==> src/verilog/imr_pkg.sv <==
// Constants for the page-zero status and output register set.
// Assumes a 40 MHz core clock and a frame decoder that hands over 16-bit words.
package imr_pkg;
	// ************************************************************
	// Register offsets (byte addresses within a page)
	// ************************************************************
	localparam logic [6:0]  ADDR_PAGE_LO = 7'h00;
	localparam logic [6:0]  ADDR_PAGE_HI = 7'h01;
	localparam logic [6:0]  ADDR_CNT     = 7'h04;
	localparam logic [6:0]  ADDR_ERR     = 7'h08;
	localparam logic [6:0]  ADDR_DIAG    = 7'h0a;
	localparam logic [6:0]  ADDR_TEMP    = 7'h0e;
	localparam logic [6:0]  ADDR_GXL     = 7'h10;
	localparam logic [6:0]  ADDR_GXH     = 7'h12;
	localparam logic [6:0]  ADDR_GYL     = 7'h14;
	localparam logic [6:0]  ADDR_GYH     = 7'h16;

	// ************************************************************
	// Reset values and masks
	// ************************************************************
	localparam logic [15:0] PAGE_RST     = 16'h0000;
	localparam logic [15:0] PAGE_USER    = 16'h0000;
	localparam logic [15:0] CNT_RST      = 16'h0000;
	localparam logic [15:0] WORD_ZERO    = 16'h0000;
	localparam logic [15:0] CNT_STEP     = 16'h0001;
	localparam logic [15:0] ERR_USED     = 16'h81ee;
	localparam logic [15:0] ERR_KEEP     = 16'h0080;
	localparam logic [15:0] DIAG_USED    = 16'h003f;
	localparam logic [15:0] DIAG_KEEP    = 16'h0000;

	// ************************************************************
	// Error word and function control bit positions
	// ************************************************************
	localparam int          ERR_WDT      = 15;
	localparam int          ERR_SYNC     = 8;
	localparam int          ERR_OVR      = 7;
	localparam int          ERR_FLASH    = 6;
	localparam int          ERR_SELF     = 5;
	localparam int          ERR_SPI      = 3;
	localparam int          ERR_SRAM     = 2;
	localparam int          ERR_BOOT     = 1;
	localparam int          FNC_PULSE_SYNC = 8;

	// ************************************************************
	// Frame layout and timing
	// ************************************************************
	localparam int          FRM_WRITE    = 15;
	localparam int          FRM_ADDR_MSB = 14;
	localparam int          FRM_ADDR_LSB = 8;
	localparam logic [7:0]  SCLK_FRACT   = 8'h0f;
	localparam int          CLK_HZ       = 40_000_000;
	localparam int          CRC_PERIOD_MS = 20;
	localparam int          CRC_PERIOD_CYC = CLK_HZ / 1000 * CRC_PERIOD_MS;
endpackage : imr_pkg

==> src/verilog/imr_flag_if.sv <==
// Carrier between the register top and a read-to-clear flag word.
// Assumes one clock; set and clear are sampled every edge.
`timescale 1ns/1ps
interface imr_flag_if #(
	parameter int W = 16
);
	logic [W-1:0] set;
	logic         clr;
	logic [W-1:0] value;

	modport owner (input set, input clr, output value);
	modport user  (output set, output clr, input value);
endinterface : imr_flag_if

==> src/verilog/imr_flags.sv <==
// Sticky flag word, cleared by a read strobe except for kept bits.
// Assumes set holds current conditions; a set in the clearing cycle wins.
`timescale 1ns/1ps
module imr_flags
	import imr_pkg::*;
#(
	parameter int          W    = 16,
	parameter logic [15:0] USED = ERR_USED,
	parameter logic [15:0] KEEP = ERR_KEEP
) (
	input  wire logic   clk,
	input  wire logic   rst,
	imr_flag_if.owner   f
);
	typedef struct packed {
		logic [W-1:0] flags;
	} imr_flag_s;

	imr_flag_s s_reg;
	imr_flag_s s_next;

	always_comb begin
		s_next = s_reg;
		if (f.clr) begin
			s_next.flags = s_reg.flags & KEEP[W-1:0];
		end
		// Set after clear: a condition still present re-arms its bit
		s_next.flags = (s_next.flags | f.set) & USED[W-1:0];
	end

	always_ff @(posedge clk) begin
		if (rst) begin
			s_reg <= '0;
		end else begin
			s_reg <= s_next;
		end
	end

	assign f.value = s_reg.flags;
endmodule : imr_flags

==> src/verilog/imr_regs.sv <==
// Page-zero status and sensor output registers of the motion module.
// Assumes a frame decoder delivering whole 16-bit words with their clock
// count, and a sensor core delivering samples and fault conditions.
`timescale 1ns/1ps
module imr_regs
	import imr_pkg::*;
#(
	parameter int CRC_PERIOD_CYCLES = CRC_PERIOD_CYC
) (
	input  wire logic        clk,
	input  wire logic        rst,
	input  wire logic        frame_valid,
	input  wire logic [15:0] frame_word,
	input  wire logic [7:0]  frame_sclk_cnt,
	input  wire logic        sample_update,
	input  wire logic [31:0] gyro_x,
	input  wire logic [31:0] gyro_y,
	input  wire logic [15:0] temp_in,
	input  wire logic [15:0] io_function_control,
	input  wire logic        wdt_reset_evt,
	input  wire logic        sync_fault,
	input  wire logic        overrun_evt,
	input  wire logic        flash_update_done,
	input  wire logic        flash_update_ok,
	input  wire logic        self_test_done,
	input  wire logic        self_test_fail,
	input  wire logic [5:0]  diag_fail,
	input  wire logic        crc_check_done,
	input  wire logic        crc_check_fail,
	input  wire logic        boot_crc_bad,
	output logic      [15:0] rd_data,
	output logic             rd_valid,
	output logic      [15:0] page_select,
	output logic             crc_check_start,
	output logic             boot_from_backup
);
	localparam int TW = $clog2(CRC_PERIOD_CYCLES + 1);
	localparam logic [TW-1:0] TMR_LAST = TW'(CRC_PERIOD_CYCLES - 1);
	localparam logic [TW-1:0] TMR_ONE  = TW'(1);

	// ************************************************************
	// State
	// ************************************************************
	typedef struct packed {
		logic [15:0]   page;
		logic [15:0]   cnt;
		logic [15:0]   temp;
		logic [31:0]   gx;
		logic [31:0]   gy;
		logic [15:0]   rdata;
		logic          rvalid;
		logic [TW-1:0] tmr;
		logic          crc_start;
		logic          backup;
	} imr_regs_s;

	imr_regs_s s_reg;
	imr_regs_s s_next;

	imr_flag_if #(.W(16)) err_if ();
	imr_flag_if #(.W(16)) diag_if ();

	imr_flags #(.W(16), .USED(ERR_USED), .KEEP(ERR_KEEP)) u_err (
		.clk (clk),
		.rst (rst),
		.f   (err_if)
	);

	imr_flags #(.W(16), .USED(DIAG_USED), .KEEP(DIAG_KEEP)) u_diag (
		.clk (clk),
		.rst (rst),
		.f   (diag_if)
	);

	// ************************************************************
	// Frame decode
	// ************************************************************
	logic       frame_ok;
	logic       frame_bad;
	logic       is_write;
	logic [6:0] faddr;
	logic       on_user_page;

	assign frame_ok     = frame_valid && (frame_sclk_cnt & SCLK_FRACT) == '0;
	assign frame_bad    = frame_valid && (frame_sclk_cnt & SCLK_FRACT) != '0;
	assign is_write     = frame_word[FRM_WRITE];
	assign faddr        = frame_word[FRM_ADDR_MSB:FRM_ADDR_LSB];
	assign on_user_page = s_reg.page == PAGE_USER;

	// Word address: the low address bit only picks the byte on writes
	function automatic logic addr_hit(input logic [6:0] a,
			input logic [6:0] target);
		addr_hit = {a[6:1], 1'b0} == target;
	endfunction : addr_hit

	function automatic logic [15:0] rd_mux(input imr_regs_s s,
			input logic [6:0] a, input logic user, input logic [15:0] err,
			input logic [15:0] diag);
		rd_mux = WORD_ZERO;
		if (addr_hit(a, ADDR_PAGE_LO)) begin
			rd_mux = s.page;
		end else if (!user) begin
			rd_mux = WORD_ZERO;
		end else if (addr_hit(a, ADDR_CNT)) begin
			rd_mux = s.cnt;
		end else if (addr_hit(a, ADDR_ERR)) begin
			rd_mux = err;
		end else if (addr_hit(a, ADDR_DIAG)) begin
			rd_mux = diag;
		end else if (addr_hit(a, ADDR_TEMP)) begin
			rd_mux = s.temp;
		end else if (addr_hit(a, ADDR_GXL)) begin
			rd_mux = s.gx[15:0];
		end else if (addr_hit(a, ADDR_GXH)) begin
			rd_mux = s.gx[31:16];
		end else if (addr_hit(a, ADDR_GYL)) begin
			rd_mux = s.gy[15:0];
		end else if (addr_hit(a, ADDR_GYH)) begin
			rd_mux = s.gy[31:16];
		end
	endfunction : rd_mux

	// ************************************************************
	// Flag sources
	// ************************************************************
	always_comb begin
		err_if.set = '0;
		err_if.set[ERR_WDT]   = wdt_reset_evt;
		err_if.set[ERR_SYNC]  = sync_fault
			&& io_function_control[FNC_PULSE_SYNC];
		err_if.set[ERR_OVR]   = overrun_evt;
		err_if.set[ERR_FLASH] = flash_update_done
			&& !flash_update_ok;
		err_if.set[ERR_SELF]  = self_test_done && self_test_fail;
		err_if.set[ERR_SPI]   = frame_bad;
		err_if.set[ERR_SRAM]  = crc_check_done && crc_check_fail;
		err_if.set[ERR_BOOT]  = boot_crc_bad;
		err_if.clr = frame_ok && !is_write && on_user_page
			&& addr_hit(faddr, ADDR_ERR);
		diag_if.set = {10'h000, diag_fail};
		diag_if.clr = frame_ok && !is_write && on_user_page
			&& addr_hit(faddr, ADDR_DIAG);
	end

	// ************************************************************
	// Next state
	// ************************************************************
	always_comb begin
		s_next = s_reg;
		s_next.rvalid = 1'b0;
		s_next.crc_start = 1'b0;
		// Malformed frames only raise the SPI error flag; the host is expected to retry
		if (frame_ok && is_write) begin
			if (faddr == ADDR_PAGE_LO) begin
				s_next.page[7:0] = frame_word[7:0];
			end else if (faddr == ADDR_PAGE_HI) begin
				s_next.page[15:8] = frame_word[7:0];
			end
		end else if (frame_ok) begin
			s_next.rdata = rd_mux(s_reg, faddr, on_user_page,
				err_if.value, diag_if.value);
			s_next.rvalid = 1'b1;
		end
		if (sample_update) begin
			s_next.cnt = s_reg.cnt + CNT_STEP;
			s_next.temp = temp_in;
			s_next.gx = gyro_x;
			s_next.gy = gyro_y;
		end
		if (s_reg.tmr == TMR_LAST) begin
			s_next.tmr = '0;
			s_next.crc_start = 1'b1;
		end else begin
			s_next.tmr = s_reg.tmr + TMR_ONE;
		end
		// Backup boot is latched until the next reset
		if (boot_crc_bad) begin
			s_next.backup = 1'b1;
		end
	end

	always_ff @(posedge clk) begin
		if (rst) begin
			s_reg <= '0;
			s_reg.page <= PAGE_RST;
			s_reg.cnt <= CNT_RST;
		end else begin
			s_reg <= s_next;
		end
	end

	assign rd_data          = s_reg.rdata;
	assign rd_valid         = s_reg.rvalid;
	assign page_select      = s_reg.page;
	assign crc_check_start  = s_reg.crc_start;
	assign boot_from_backup = s_reg.backup;
endmodule : imr_regs

==> config.mk <==
export PLATFORM = sky130hd
export DESIGN_NAME = imr_regs
export DESIGN_NICKNAME = d
export VERILOG_FILES = /design/src/verilog/imr_pkg.sv /design/src/verilog/imr_flag_if.sv /design/src/verilog/imr_flags.sv /design/src/verilog/imr_regs.sv
export SDC_FILE = /design/constraint.sdc
export NUM_CORES = 1
export LEC_CHECK = 0
export BUFFER_PORTS_ARGS = -buffer_cell sky130_fd_sc_hd__buf_2
export CAP_MARGIN = 25
export CORE_ASPECT_RATIO = 1.75
export CORE_MARGIN = 1.5
export CORE_UTILIZATION = 35
export DETAILED_ROUTE_END_ITERATION = 12
export GPL_TIMING_DRIVEN = 0
export MAX_ROUTING_LAYER = met4
export SETUP_SLACK_MARGIN = 0.2
export SLEW_MARGIN = 20
export SYNTH_ARGS = -nofsm -noshare
export SYNTH_HDL_FRONTEND = slang
export SYNTH_SLANG_ARGS = --single-unit
==> constraint.sdc <==
create_clock -name clk -period 2.4 [get_ports clk]
set_input_delay 0.48 -clock clk [delete_from_list [all_inputs] [get_ports clk]]
set_output_delay 0.48 -clock clk [all_outputs]
set_load 0.02 [all_outputs]
==> impl_metrics.toml <==
[critical_path]
path_max_fanout = 10
cpPeakStageDelay_ps = 650
critPathBufInv = 3
critical-path-top-delay-family = "buffers and inverters"
critPathSlowestCell = "nor3_1"
r2r_slack_ps = 330
worstPathArrival_ps = 2440
criticalPathCategory = "in -> reg"
end_kind = "flop"
worstPathRequired_ps = 2760
cp_cell_sequence = "buf_2 > buf_2 > inv_1 > nor3_1 > a21oi_1 > a221o_1 > o21ai_0"
cp-start-kind = "input pin"
crit_path_frequent_cell = "buf_2"

[floorplan]
rows = 70
die_area_mm2 = 0.0224
core_mm2 = 0.0210
die_width_um = 114
ios = 175
start_util_pct = 35.8
die_h_um = 197

[timing]
finalMaxSlewViolations = 0
layout_setup_ws_ps = 315
hold_violations = 0
period_minus_slack_ps = 2080
finalSetupViolations = 0
tns_ps = 0
fmaxAchievable_mhz = 480
rsz0062_at_grt = "no"
finalClockSkew_ps = 11.1
worstMarginPinSlew_ps = 948
fin_crit_sh_pct = 86.9
relSlewSlack_pct = 36.8

[detailed_routing]
drc = 0
viasPerCell = 5.20
drt_iter0_markers = 380
via_count = 6439
routed_wirelength_um = 23100
drt-pass1-iter-count = 5
drt.antenna.violating_nets = 0
wire_per_inst_um = 18.6

[synthesis]
yosysWarnings = 0
syn-cell-area_mm2 = 0.00752
avgSynthCellArea_um2 = 9.42
synth_top_flop_cell = "dfxtp_1"
synthArstFlopShare_pct = 0
netlist_instances = 799
ys_ff_latch = 165
syn_nets = 941
synth_edf_count = 0
synth_seq_area_share_pct = 43.9
ys_types = 53

[place]
place_inst = 1203
pre_cts_ws_ps = -142
gp_congestion = 0.943
hpwlAfterDp_um = 17700
placed_area_mm2 = 0.00860
port_buffers = 152

[cts]
cts_setup_buffers = 0
worst_skew_pair.late_latency_ps = 440
clock-sinks = 165
root_buffer = "clkbuf_16"
cts_buffer_depth = 2
htreeDepth = 4
holdBufCountCts = 0
cts_tree = "yes"
clk_pin_slew_worst_paths_ps = 70
numCtsBuffers = 17

[grt]
grt_max_degree = 18
grt_pass1_wl_um = 34900
overflow = 0
antenna_found_initial = 3
grt_usage_pct = 21.5
grt_pass1_vias = 6281

[final_layout]
syn2layout_area_growth_pct = 22.6
largest_reg_flops = 116
design_area_mm2 = 0.00922
drive_above_1_share_pct = 27.1
fin_cells = 1238
nets = 1112

[pwr]
p_per_area_mw_per_mm2 = 686
power_uw = 6330
p_leak_uw = 0.00422
ir_worst_vdd_mv = 0.408

[worst_hold_path]
min-delay-path-class = "in -> reg"

[run]
drv_cap = 0

[run_status]
status = "finished clean"
[layout by cell type, fill, tap and decap left out, types with 17 or more instances in the layout]
| master | synthesis | final |
|---|---|---|
| nor2_1 | 168 | 168 |
| and3_1 | 18 | 18 |
| mux2i_1 | 97 | 97 |
| nand3_1 | 18 | 18 |
| clkbuf_1 | 26 | 25 |
| a21oi_1 | 45 | 45 |
| nand2_1 | 27 | 27 |
| buf_2 | 20 | 172 |
| clkbuf_16 | 0 | 17 |
| dfxtp_1 | 165 | 165 |
| xor2_1 | 22 | 22 |
| buf_4 | 32 | 32 |
[worst min-delay path: stages]
cell and delay, ps:
buf_2 80, a21oi_1 30, nor2_1 70
[final cells by class]
| cell class | count | area, um2 |
|---|---|---|
| inverters | 7 | 26.3 |
| flip-flops and latches | 165 | 3300 |
| clock buffers | 17 | 425 |
| fillers | 2128 | 11800 |
| plain buffers | 83 | 465 |
| repair buffers | 152 | 761 |
| multi-input cells | 544 | 3740 |
| well taps | 252 | 315 |
| diodes | 3 | 7.51 |
| clock inverters | 15 | 179 |
[what timing repair did]
item | in CTS | in global routing
resized for setup | 0 | 3
hold endpoints to repair | 0 | 0
endpoints found under the setup margin | 0 | 12
[routing by layer]
metal  GRT usage [%]  routed length (um)
met5               -                   0
met4            11.6                1050
met3            3.32                1110
met2            37.9               12100
met1            22.8                8880
[metrics by stage]
stage,hold slack [ps],util (%)
after floorplan,438,-
after global placement,457,40.9
after detailed placement,465,40.9
after CTS,253,43.8
after global routing,266,43.9
final,261,43.9
[power breakdown]
part	total (uW)	switching [uW]	internal, uW
registers	2910	69.1	2840
logic	588	327	261
clock network	2820	1250	1580
[synth_stat cells (5+ instances only)]
cell type | number | area [um2]
inv_1 | 7 | 26.3
mux4_2 | 16 | 360
mux2i_1 | 97 | 971
nand3_1 | 18 | 90.1
a21oi_1 | 45 | 225
a221o_1 | 9 | 90.1
nand2_1 | 27 | 101
nor2_1 | 168 | 631
nor3_1 | 5 | 25.0
o2bb2ai_1 | 6 | 52.6
o21ai_0 | 14 | 70.1
buf_4 | 32 | 240
xnor2_1 | 9 | 78.8
a21o_1 | 8 | 60.1
dfxtp_1 | 165 | 3300
nand4_1 | 10 | 62.6
nand2b_1 | 6 | 37.5
buf_2 | 20 | 100
xor2_1 | 22 | 193
clkbuf_1 | 26 | 97.6
nor4_1 | 6 | 37.5
and3_1 | 18 | 113
a22oi_1 | 7 | 52.6
[path summary, 6_finish.rpt]
kind | startpoint | end | depth (start not counted)
worst max-delay path | frame_word[9] | rd_data[9] | 7
worst min-delay path | diag_fail[0] | u_diag.f.value[0] | 3
worst max register to register | page_select[8] | rd_data[12] | 6
worst min register to register | s_reg[2] | s_reg[2] | 1
[cell families after synthesis]
logic type	Yosys count	share of synthesized area, %
and+or+nand+nor	284	18.0
DFF	165	43.9
AOI/OAI and AO/OA	114	9.99
muxes	113	17.7
buffers and inverters	90	6.52
xor gates and xnor gates	31	3.61
adders and majority gates	2	0.333
Note: power is estimated with default switching activity, not from simulation.
